--- src/rtl/smd_pkg.sv ---
// package: operation codes, widths and limit constants for the arithmetic unit
package smd_pkg;
   localparam int W_WORD = 16;
   localparam int W_DWORD = 32;
   localparam logic [15:0] WORD_MIN = 16'h8000;
   localparam logic [15:0] WORD_MAX = 16'h7FFF;
   localparam logic [15:0] WORD_M1 = 16'hFFFF;
   localparam logic [15:0] WORD_ZERO = 16'h0000;
   localparam logic [31:0] DWORD_MIN = 32'h80000000;
   localparam logic [31:0] DWORD_MAX = 32'h7FFFFFFF;
   typedef enum logic [2:0]
   {
      SMD_OP_MUL,
      SMD_OP_DIV,
      SMD_OP_DADD,
      SMD_OP_DSUB,
      SMD_OP_SUB
   } smd_op_type;
endpackage : smd_pkg

--- src/rtl/smd_unit.sv ---
// arithmetic execution unit: multiply, divide, saturating add and subtract
`timescale 1ns/1ps
module smd_unit
(
   // clock and reset
   input  wire logic              i_clk,
   input  wire logic              i_arst_n,
   // request
   input  wire logic              i_enable,
   input  wire smd_pkg::smd_op_type i_op,
   input  wire logic [15:0]       i_a_lo,
   input  wire logic [15:0]       i_a_hi,
   input  wire logic [15:0]       i_b_lo,
   input  wire logic [15:0]       i_b_hi,
   input  wire logic              i_dest_index,
   // error flag control
   input  wire logic              i_error_clear,
   // results
   output logic [15:0]            o_dest_lo,
   output logic [15:0]            o_dest_hi,
   output logic                   o_write_lo,
   output logic                   o_write_hi,
   output logic                   o_result_valid,
   output logic                   o_instruction_error_flag
);
   import smd_pkg::*;

   // ------------------------------------------------------------
   // functions
   // ------------------------------------------------------------
   // saturating 32-bit add or subtract; flag raised on clamp
   // the exact 33-bit result avoids negating the most negative subtrahend
   function automatic logic [32:0] sat32(input logic [31:0] x, input logic [31:0] y,
                                         input logic sub);
      logic [32:0] r;
      r = sub ? 33'({x[31], x} - {y[31], y}) : 33'({x[31], x} + {y[31], y});
      if (!r[32] && r[31])
         sat32 = {1'b1, DWORD_MAX};
      else if (r[32] && !r[31])
         sat32 = {1'b1, DWORD_MIN};
      else
         sat32 = {1'b0, r[31:0]};
   endfunction : sat32

   // one operation taking effect at this edge
   function automatic logic fires(input logic en, input smd_op_type cur,
                                  input smd_op_type want);
      fires = en && (cur == want);
   endfunction : fires

   // ------------------------------------------------------------
   // combinational datapath
   // ------------------------------------------------------------
   logic [15:0] quo;
   logic [15:0] rem;
   logic [31:0] op_a;
   logic [31:0] op_b;
   logic [31:0] prod;
   logic [32:0] dadd;
   logic [32:0] dsub;
   logic [16:0] wsub;
   logic        div_zero;
   logic [15:0] lo_nxt;
   logic [15:0] hi_nxt;
   logic        wlo_nxt;
   logic        whi_nxt;
   logic        out_nxt;

   smd_divider u_div
   (
      .i_dividend  (i_a_lo),
      .i_divisor   (i_b_lo),
      .o_quotient  (quo),
      .o_remainder (rem)
   );

   assign op_a     = {i_a_hi, i_a_lo};
   assign op_b     = {i_b_hi, i_b_lo};
   assign prod     = 32'($signed(i_a_lo) * $signed(i_b_lo));
   assign dadd     = sat32(op_a, op_b, 1'b0);
   assign dsub     = sat32(op_a, op_b, 1'b1);
   assign wsub     = 17'({i_a_lo[15], i_a_lo} - {i_b_lo[15], i_b_lo});
   assign div_zero = (i_b_lo == WORD_ZERO);

   always_comb
   begin
      lo_nxt  = o_dest_lo;
      hi_nxt  = o_dest_hi;
      wlo_nxt = 1'b0;
      whi_nxt = 1'b0;
      out_nxt = 1'b0;
      if (i_enable)
      begin
         case (i_op)
            SMD_OP_MUL:
            begin
               lo_nxt  = prod[15:0];
               hi_nxt  = prod[31:16];
               wlo_nxt = 1'b1;
               whi_nxt = 1'b1;
               out_nxt = 1'b1;
            end
            SMD_OP_DIV:
            begin
               if (!div_zero)
               begin
                  lo_nxt  = quo;
                  hi_nxt  = rem;
                  wlo_nxt = 1'b1;
                  whi_nxt = !i_dest_index;
                  out_nxt = 1'b1;
               end
            end
            SMD_OP_DADD:
            begin
               lo_nxt  = dadd[15:0];
               hi_nxt  = dadd[31:16];
               wlo_nxt = 1'b1;
               whi_nxt = 1'b1;
               out_nxt = dadd[32];
            end
            SMD_OP_DSUB:
            begin
               lo_nxt  = dsub[15:0];
               hi_nxt  = dsub[31:16];
               wlo_nxt = 1'b1;
               whi_nxt = 1'b1;
               out_nxt = dsub[32];
            end
            SMD_OP_SUB:
            begin
               wlo_nxt = 1'b1;
               if (wsub[16] && !wsub[15])
               begin
                  lo_nxt  = WORD_MIN;
                  out_nxt = 1'b1;
               end
               else if (!wsub[16] && wsub[15])
               begin
                  lo_nxt  = WORD_MAX;
                  out_nxt = 1'b1;
               end
               else
                  lo_nxt  = wsub[15:0];
            end
            default:
            begin
               out_nxt = 1'b0;
            end
         endcase
      end
   end

   // ------------------------------------------------------------
   // result registers
   // ------------------------------------------------------------
   always_ff @(posedge i_clk or negedge i_arst_n)
   begin
      if (!i_arst_n)
      begin
         o_dest_lo      <= 16'h0000;
         o_dest_hi      <= 16'h0000;
         o_write_lo     <= 1'b0;
         o_write_hi     <= 1'b0;
         o_result_valid <= 1'b0;
      end
      else
      begin
         o_dest_lo      <= lo_nxt;
         o_dest_hi      <= hi_nxt;
         o_write_lo     <= wlo_nxt;
         o_write_hi     <= whi_nxt;
         o_result_valid <= out_nxt;
      end
   end

   // ------------------------------------------------------------
   // instruction error flag
   // ------------------------------------------------------------
   logic err_set;
   assign err_set = i_enable && (i_op == SMD_OP_DIV) && div_zero;

   // set wins over a clear in the same cycle
   always_ff @(posedge i_clk or negedge i_arst_n)
   begin
      if (!i_arst_n)
         o_instruction_error_flag <= 1'b0;
      else if (err_set)
         o_instruction_error_flag <= 1'b1;
      else if (i_error_clear)
         o_instruction_error_flag <= 1'b0;
   end

   // ------------------------------------------------------------
   // assertion helpers
   // ------------------------------------------------------------
   // plain wrapped results, independent of the clamping path
   logic [31:0] add_wrap;
   logic [31:0] sub_wrap;
   assign add_wrap = 32'(op_a + op_b);
   assign sub_wrap = 32'(op_a - op_b);

   // ------------------------------------------------------------
   // assertions
   // ------------------------------------------------------------
   idle_quiet_a: assert property (@(posedge i_clk) disable iff (!i_arst_n)
      !i_enable |=> !o_result_valid && !o_write_lo && $stable(o_dest_lo))
      else $error("disabled unit changed outputs");

   mul_product_a: assert property (@(posedge i_clk) disable iff (!i_arst_n)
      (i_enable && i_op == SMD_OP_MUL) |=>
      ({o_dest_hi, o_dest_lo} == $past(prod)) && o_result_valid)
      else $error("multiply result wrong");

   div_identity_a: assert property (@(posedge i_clk) disable iff (!i_arst_n)
      (i_enable && i_op == SMD_OP_DIV && !div_zero && !(i_a_lo == WORD_MIN && i_b_lo == WORD_M1))
      |=> 16'($past(i_b_lo) * o_dest_lo + o_dest_hi) == $past(i_a_lo))
      else $error("divide identity broken");

   div_zero_a: assert property (@(posedge i_clk) disable iff (!i_arst_n)
      err_set |=> o_instruction_error_flag && !o_result_valid && !o_write_lo && !o_write_hi)
      else $error("zero divisor handled wrongly");

   flag_sticky_a: assert property (@(posedge i_clk) disable iff (!i_arst_n)
      (o_instruction_error_flag && !i_error_clear) |=> o_instruction_error_flag)
      else $error("error flag cleared by itself");

   index_dest_a: assert property (@(posedge i_clk) disable iff (!i_arst_n)
      (i_enable && i_op == SMD_OP_DIV && !div_zero && i_dest_index) |=> o_write_lo && !o_write_hi)
      else $error("remainder written to index");

   min_by_m1_a: assert property (@(posedge i_clk) disable iff (!i_arst_n)
      (i_enable && i_op == SMD_OP_DIV && i_a_lo == WORD_MIN && i_b_lo == WORD_M1 && !i_dest_index)
      |=> o_dest_lo == WORD_MIN && o_dest_hi == WORD_ZERO && !$rose(o_instruction_error_flag))
      else $error("min by minus one wrong");

   dadd_sat_a: assert property (@(posedge i_clk) disable iff (!i_arst_n)
      (i_enable && i_op == SMD_OP_DADD && !op_a[31] && !op_b[31] && add_wrap[31])
      |=> {o_dest_hi, o_dest_lo} == DWORD_MAX && o_result_valid)
      else $error("add overflow not clamped");

   dsub_flag_a: assert property (@(posedge i_clk) disable iff (!i_arst_n)
      (i_enable && i_op == SMD_OP_DSUB && op_a[31] && !op_b[31] && !sub_wrap[31])
      |=> o_result_valid && ({o_dest_hi, o_dest_lo} == DWORD_MIN))
      else $error("subtract underflow flag wrong");

   idle_hold_a: assert property (@(posedge i_clk) disable iff (!i_arst_n)
      !i_enable |=> !o_write_hi && $stable(o_dest_hi))
      else $error("disabled unit wrote high word");

   mul_strobe_a: assert property (@(posedge i_clk) disable iff (!i_arst_n)
      fires(i_enable, i_op, SMD_OP_MUL) |=> o_write_lo && o_write_hi && o_result_valid)
      else $error("multiply strobes missing");

   div_valid_a: assert property (@(posedge i_clk) disable iff (!i_arst_n)
      (fires(i_enable, i_op, SMD_OP_DIV) && !div_zero) |=> o_result_valid && o_write_lo)
      else $error("divide output missing");

   div_place_a: assert property (@(posedge i_clk) disable iff (!i_arst_n)
      (fires(i_enable, i_op, SMD_OP_DIV) && !div_zero && !i_dest_index)
      |=> o_write_lo && o_write_hi)
      else $error("divide words not both written");

   rem_sign_a: assert property (@(posedge i_clk) disable iff (!i_arst_n)
      (fires(i_enable, i_op, SMD_OP_DIV) && !div_zero)
      |=> (o_dest_hi == WORD_ZERO) || (o_dest_hi[15] == $past(i_a_lo[15])))
      else $error("remainder sign wrong");

   quo_sign_a: assert property (@(posedge i_clk) disable iff (!i_arst_n)
      (fires(i_enable, i_op, SMD_OP_DIV) && !div_zero &&
       !(i_a_lo == WORD_MIN && i_b_lo == WORD_M1))
      |=> (o_dest_lo == WORD_ZERO) ||
          (o_dest_lo[15] == ($past(i_a_lo[15]) ^ $past(i_b_lo[15]))))
      else $error("quotient sign wrong");

   flag_clear_a: assert property (@(posedge i_clk) disable iff (!i_arst_n)
      (o_instruction_error_flag && i_error_clear && !err_set)
      |=> !o_instruction_error_flag)
      else $error("error flag not cleared");

   flag_cause_a: assert property (@(posedge i_clk) disable iff (!i_arst_n)
      (!o_instruction_error_flag && !err_set) |=> !o_instruction_error_flag)
      else $error("error flag set without cause");

   dadd_sum_a: assert property (@(posedge i_clk) disable iff (!i_arst_n)
      (fires(i_enable, i_op, SMD_OP_DADD) &&
       (op_a[31] != op_b[31] || add_wrap[31] == op_a[31]))
      |=> {o_dest_hi, o_dest_lo} == $past(add_wrap) && !o_result_valid)
      else $error("double add result wrong");

   dadd_under_a: assert property (@(posedge i_clk) disable iff (!i_arst_n)
      (fires(i_enable, i_op, SMD_OP_DADD) && op_a[31] && op_b[31] && !add_wrap[31])
      |=> {o_dest_hi, o_dest_lo} == DWORD_MIN && o_result_valid)
      else $error("add underflow not clamped");

   dsub_diff_a: assert property (@(posedge i_clk) disable iff (!i_arst_n)
      (fires(i_enable, i_op, SMD_OP_DSUB) &&
       (op_a[31] == op_b[31] || sub_wrap[31] == op_a[31]))
      |=> {o_dest_hi, o_dest_lo} == $past(sub_wrap) && !o_result_valid)
      else $error("double subtract result wrong");

   dsub_over_a: assert property (@(posedge i_clk) disable iff (!i_arst_n)
      (fires(i_enable, i_op, SMD_OP_DSUB) && !op_a[31] && op_b[31] && sub_wrap[31])
      |=> {o_dest_hi, o_dest_lo} == DWORD_MAX && o_result_valid)
      else $error("subtract overflow not clamped");

   sub_clamp_a: assert property (@(posedge i_clk) disable iff (!i_arst_n)
      (fires(i_enable, i_op, SMD_OP_SUB) && (wsub[16] != wsub[15]))
      |=> o_result_valid && o_dest_lo == ($past(i_a_lo[15]) ? WORD_MIN : WORD_MAX))
      else $error("word subtract clamp wrong");

   sub_plain_a: assert property (@(posedge i_clk) disable iff (!i_arst_n)
      (fires(i_enable, i_op, SMD_OP_SUB) && (wsub[16] == wsub[15]))
      |=> !o_result_valid && o_write_lo && !o_write_hi &&
          o_dest_lo == $past(16'(i_a_lo - i_b_lo)))
      else $error("word subtract result wrong");
endmodule : smd_unit

--- src/rtl/smd_divider.sv ---
// signed 16-bit combinational divider, truncating toward zero
`timescale 1ns/1ps
module smd_divider
(
   // operands
   input  wire logic [15:0] i_dividend,
   input  wire logic [15:0] i_divisor,
   // results
   output logic      [15:0] o_quotient,
   output logic      [15:0] o_remainder
);
   import smd_pkg::*;
   logic [15:0] mag_a;
   logic [15:0] mag_b;
   logic [15:0] q_mag;
   logic [15:0] r_mag;
   // magnitudes are unsigned so the most negative value survives negation
   always_comb
   begin
      mag_a = i_dividend[15] ? 16'(~i_dividend + 16'h0001) : i_dividend;
      mag_b = i_divisor[15] ? 16'(~i_divisor + 16'h0001) : i_divisor;
      q_mag = (mag_b == WORD_ZERO) ? WORD_ZERO : 16'(mag_a / mag_b);
      r_mag = (mag_b == WORD_ZERO) ? WORD_ZERO : 16'(mag_a % mag_b);
      if ((i_dividend == WORD_MIN) && (i_divisor == WORD_M1))
      begin
         o_quotient  = WORD_MIN;
         o_remainder = WORD_ZERO;
      end
      else
      begin
         o_quotient  = (i_dividend[15] ^ i_divisor[15]) ? 16'(~q_mag + 16'h0001) : q_mag;
         o_remainder = i_dividend[15] ? 16'(~r_mag + 16'h0001) : r_mag;
      end
   end
endmodule : smd_divider

--- config.mk ---
export PLATFORM = sky130hd
export DESIGN_NAME = smd_unit
export DESIGN_NICKNAME = d
export VERILOG_FILES = /design/src/rtl/smd_pkg.sv /design/src/rtl/smd_unit.sv /design/src/rtl/smd_divider.sv
export SDC_FILE = /design/constraint.sdc
export NUM_CORES = 2
export LEC_CHECK = 0
export BUFFER_PORTS_ARGS = -buffer_cell sky130_fd_sc_hd__clkbuf_2
export CAP_MARGIN = 40
export CORE_UTILIZATION = 66
export CTS_BUF_LIST = sky130_fd_sc_hd__clkbuf_16
export DETAILED_ROUTE_END_ITERATION = 8
export PLACE_DENSITY = 0.9
export SLEW_MARGIN = 15
export SYNTH_ARGS = -nofsm -noshare
export SYNTH_HDL_FRONTEND = slang
export SYNTH_SLANG_ARGS = --single-unit
--- constraint.sdc ---
create_clock -name i_clk -period 0.8 [get_ports i_clk]
set_input_delay 0.12 -clock i_clk [delete_from_list [all_inputs] [get_ports i_clk]]
set_output_delay 0.12 -clock i_clk [all_outputs]
set_load 0.01 [all_outputs]
==> flow_summary.ini, run 1 <==
[synth]
synth-main-ff-cell = dfrtp_1
ys_top_cells_by_count = inv_1, nand2_1, ha_1
yosysWarnings = 0
yosysMostFrequentCell = inv_1
yosys.area_share.simple_pct = 20.9
synth_area_leaders = fa_1, ha_1, inv_1
synth_seq_area_share_pct = 3.62
synthAdderAreaFrac_pct = 36.1
synth.avg_cell_area_sq_um = 7.55
synth-seq-cells = 36
synth_top_area_cell = fa_1
yosysUniqueCellTypes = 92
synthArstFlopShare_pct = 100
synth_top_family_by_area = adder cells
synth-xor-area-share_pct = 7.32
synth-compound-area-share_pct = 22.6
netlist_area_sq_um = 24900
muxShareOfSynthArea_pct = 1.13
syn_inst = 3293
synth.top_cell.area_share_pct = 21.3
synth-edff-count = 0
synth.net_count = 3924

[clock_network]
post_cts_resized = 437
clock_sinks = 36
post_cts_buffers = 174
cts_made_buffers = 5
cts_root_buf = clkbuf_16
htreeDepth = 2
clock_path_buffers = 2
ctsHoldBuffers = 1

[placed_design]
io_buffers = 107
hpwl_microns = 112000
gp_congestion = 1.09

[floorplanning]
design.portCount = 108
initial_core_util_pct = 67.4
fp.dieW_microns = 196
rows = 70
die_y_microns = 196

[status]
toolErrorMsg = [ERROR DPL-0038] Utilization greater than 100%, impossible to legalize
status = aborted with a tool error
haltStage = clock tree synthesis
## metrics by stage
step	area [sq um]	setup WS, ns	setup TNS (ns)	cells
after floorplan	26000	-27.00	-846.46	3293
after global placement	34500	-27.07	-850.61	4807
after detailed placement	34500	-30.24	-956.43	4808
## logic make-up after synthesis
group	after synthesis
and+or+nand+nor	1076
AOI/OAI and AO/OA	846
adders and majority gates	559
buffers and inverters	542
xor gates and xnor gates	207
DFF	36
muxes	27
==> inputs of run 2 (changes only) <==
--- a/config.mk
+++ b/config.mk
@@ -7,10 +7,9 @@
 export LEC_CHECK = 0
 export BUFFER_PORTS_ARGS = -buffer_cell sky130_fd_sc_hd__clkbuf_2
 export CAP_MARGIN = 40
-export CORE_UTILIZATION = 66
-export CTS_BUF_LIST = sky130_fd_sc_hd__clkbuf_16
+export CORE_UTILIZATION = 40
 export DETAILED_ROUTE_END_ITERATION = 8
-export PLACE_DENSITY = 0.9
+export PLACE_DENSITY_LB_ADDON = 0.15
 export SLEW_MARGIN = 15
 export SYNTH_ARGS = -nofsm -noshare
 export SYNTH_HDL_FRONTEND = slang
==> run 2 against run 1 <==
Effect of this change:
- the flow now finishes, with violations (setup timing)
- synthesized cell count unchanged
- synthesized area unchanged
==> flow_summary.ini, run 2 <==
[status]
status = finished with violations
violations = setup timing

[synth]
synth_area_leaders = fa_1, ha_1, inv_1
synth.net_count = 3924
yosysMostFrequentCell = inv_1
synth.top_cell.area_share_pct = 21.3
yosysWarnings = 0
synthArstFlopShare_pct = 100
synth.avg_cell_area_sq_um = 7.55
synth-seq-cells = 36
synth-edff-count = 0
synth_top_area_cell = fa_1
synth_seq_area_share_pct = 3.62
netlist_area_sq_um = 24900
ys_top_cells_by_count = inv_1, nand2_1, ha_1
synth-main-ff-cell = dfrtp_1
yosysUniqueCellTypes = 92
syn_inst = 3293

[power]
leakagePower_nw = 19.1
p_per_area_nw_per_um2 = 4330
ir_drop_uv = 5680

[setup_path]
end_kind = flop
crit_slowest_cell = or4_1
r2r_cells = 3
cp-start-kind = input pin
path_class = input pin to flop
cp_common_cell = ha_4
worst-path-max-fanout = 8
cpLargestDelayFamily = compound AO/OA/AOI/OAI gates
cp.arrival_ns = 28.32
critical-path-max-stage-delay_ns = 0.58
worst-path-stages = 139
required_ns = 0.97
path_buf_inv = 12

[global_route]
grt_max_degree = 37
grtUsageTotal_pct = 35.1
grt_pass1_wl_microns = 173000
antenna_found_initial = 2
overflow = 0
grt_pass1_vias = 30696

[hold_path]
hold_path_depth = 2
hp-class = input pin to flop

[placed_design]
gp_congestion = 0.976
pre_cts_slack_ns = -28.87
hpwl_microns = 93100
io_buffers = 107

[clock_network]
cts_made_buffers = 5
tritoncts = built
htreeDepth = 2
clock_sinks = 36
clkLatencyLatePin_ns = 0.28
cts_root_buf = clkbuf_16
cts.clk_slew.worst_paths_ns = 0.06
clock_path_buffers = 2

[final_layout]
nets = 5200
area_growth_pct = 56.8
drive_gt1_share_pct = 40.8
top_regs = o_dest_hi x16, o_dest_lo x16
layout_commonest_cell = buf_4
fill_cells = 5379
layout_common_cells = buf_4, inv_1, nand2_1

[sta]
setup-violations-final = 72
timing.final.crit_share_pct = 3520
slew_viol_final = 0
timing.setup.tns_ns = -873.85
slew_headroom_pct = 44.4
fin_crit_ns = 28.14
worst_pin_slew_ns = 0.834
fin_worst_skew_ns = 0
finalHoldViolations = 0
max_freq_mhz = 35.5
worst_slack_ns = -27.34
rsz0062_at_grt = true

[route]
drtIter0Drc = 2317
wl_per_cell_microns = 20.8
remaining_drc_errors = 0
viasPerCell = 5.50
vias = 29733
ant_nets = 0
wl_microns = 113000
drtPass1Iterations = 5

[floorplanning]
initial_core_util_pct = 40.4
design.portCount = 108
die_area_sq_um = 63200
core_region_area_sq_um = 61600
fp.dieW_microns = 251
rows = 91
die_y_microns = 251

[flow_run]
drv_cap = 0
==> run 2: layout make-up <==
type | count | area, sq um | share of cell area [%]
Multi-Input combinational cell | 2718 | 24600 | 63.2
Timing Repair Buffer | 1432 | 10800 | 27.8
Inverter | 376 | 1430 | 3.67
Tap cell | 837 | 1050 | 2.69
Sequential cell | 36 | 901 | 2.31
Clock buffer | 5 | 125 | 0.321
Clock inverter | 3 | 18.8 | 0.0481
Antenna cell | 2 | 5.00 | 0.0128
==> run 2: worst paths after layout <==
check                      slack [ns]                       from                                   end
setup / recovery               -27.34                  i_b_lo[1]             o_dest_hi[15]$_DFFE_PN0P_
min in group asynchronous        0.35                   i_arst_n             o_dest_lo[10]$_DFFE_PN0P_
hold reg to reg                  0.49   o_dest_lo[0]$_DFFE_PN0P_              o_dest_lo[0]$_DFFE_PN0P_
setup reg to reg                -0.04  o_dest_hi[14]$_DFFE_PN0P_             o_dest_hi[14]$_DFFE_PN0P_
max in group asynchronous        0.27                   i_arst_n              o_dest_hi[9]$_DFFE_PN0P_
hold / removal                   0.04              i_error_clear  o_instruction_error_flag$_DFFE_PN0P_
==> run 2: cells by family (layout without fill, tap and decap cells) <==
| family | after synthesis | after routing | synth area share [%] |
|---|---|---|---|
| muxes | 27 | 27 | 1.13 |
| adders and majority gates | 559 | 559 | 36.1 |
| and+or+nand+nor | 1076 | 1078 | 20.9 |
| other | 0 | 2 | 0 |
| AOI/OAI and AO/OA | 846 | 847 | 22.6 |
| DFF | 36 | 36 | 3.62 |
| buffers and inverters | 542 | 1816 | 8.32 |
| xor gates and xnor gates | 207 | 207 | 7.32 |
==> run 2: what timing repair did <==
action	4_1_cts	5_1_grt
resized for setup	228	189
cloned	3	0
hold buffers	1	0
pin swaps	164	131
endpoints found under the hold margin	36	0
buffers inserted	115	72
setup endpoints to repair	72	72
==> run 2: report_power, final <==
part / leakage (nW) / internal [mW] / total (mW) / switching, mW
registers: 0.442 / 2.57 / 3.16 / 0.591
logic: 18.6 / 81.5 / 164 / 82.3
clock network: 0.0736 / 1.15 / 1.96 / 0.812
total: 19.1 / 85.3 / 169 / 83.7
==> run 2: worst register-to-register path, cell delays in order (launching register included) <==
cell	delay (ns)
dfrtp_1	0.41
buf_4	0.15
nor2_1	0.11
a31oi_1	0.06
==> run 2: stage by stage <==
| stage | hold WS, ns | std cells | utilization (%) | cell area (sq um) | power (mW) |
|---|---|---|---|---|---|
| after floorplan | -0.176 | 3293 | - | 26000 | 83.1 |
| after global placement | 0.104 | 5213 | 57.5 | 35400 | 149 |
| after detailed placement | 0.109 | 5213 | 57.5 | 35400 | 150 |
| after CTS | 0.0250 | 5338 | 61.1 | 37600 | 161 |
| after global routing | 0.0346 | 5408 | 63.3 | 39000 | 176 |
| final | 0.0392 | 5409 | 63.3 | 39000 | 169 |
==> run 2: metal layers <==
| metal | track usage [%] | share of wire [%] | vias to the layer above | wire [microns] |
|---|---|---|---|---|
| met5 | 0 | 0 | - | 0 |
| met3 | 3.52 | 6.7 | 240 | 7540 |
| met1 | 46.7 | 43 | 14494 | 48200 |
| met2 | 59.0 | 46 | 1080 | 52200 |
| met4 | 12.0 | 4.3 | 0 | 4860 |
| li1 | - | - | 13919 | - |
Note: power is estimated with default switching activity, not from simulation.
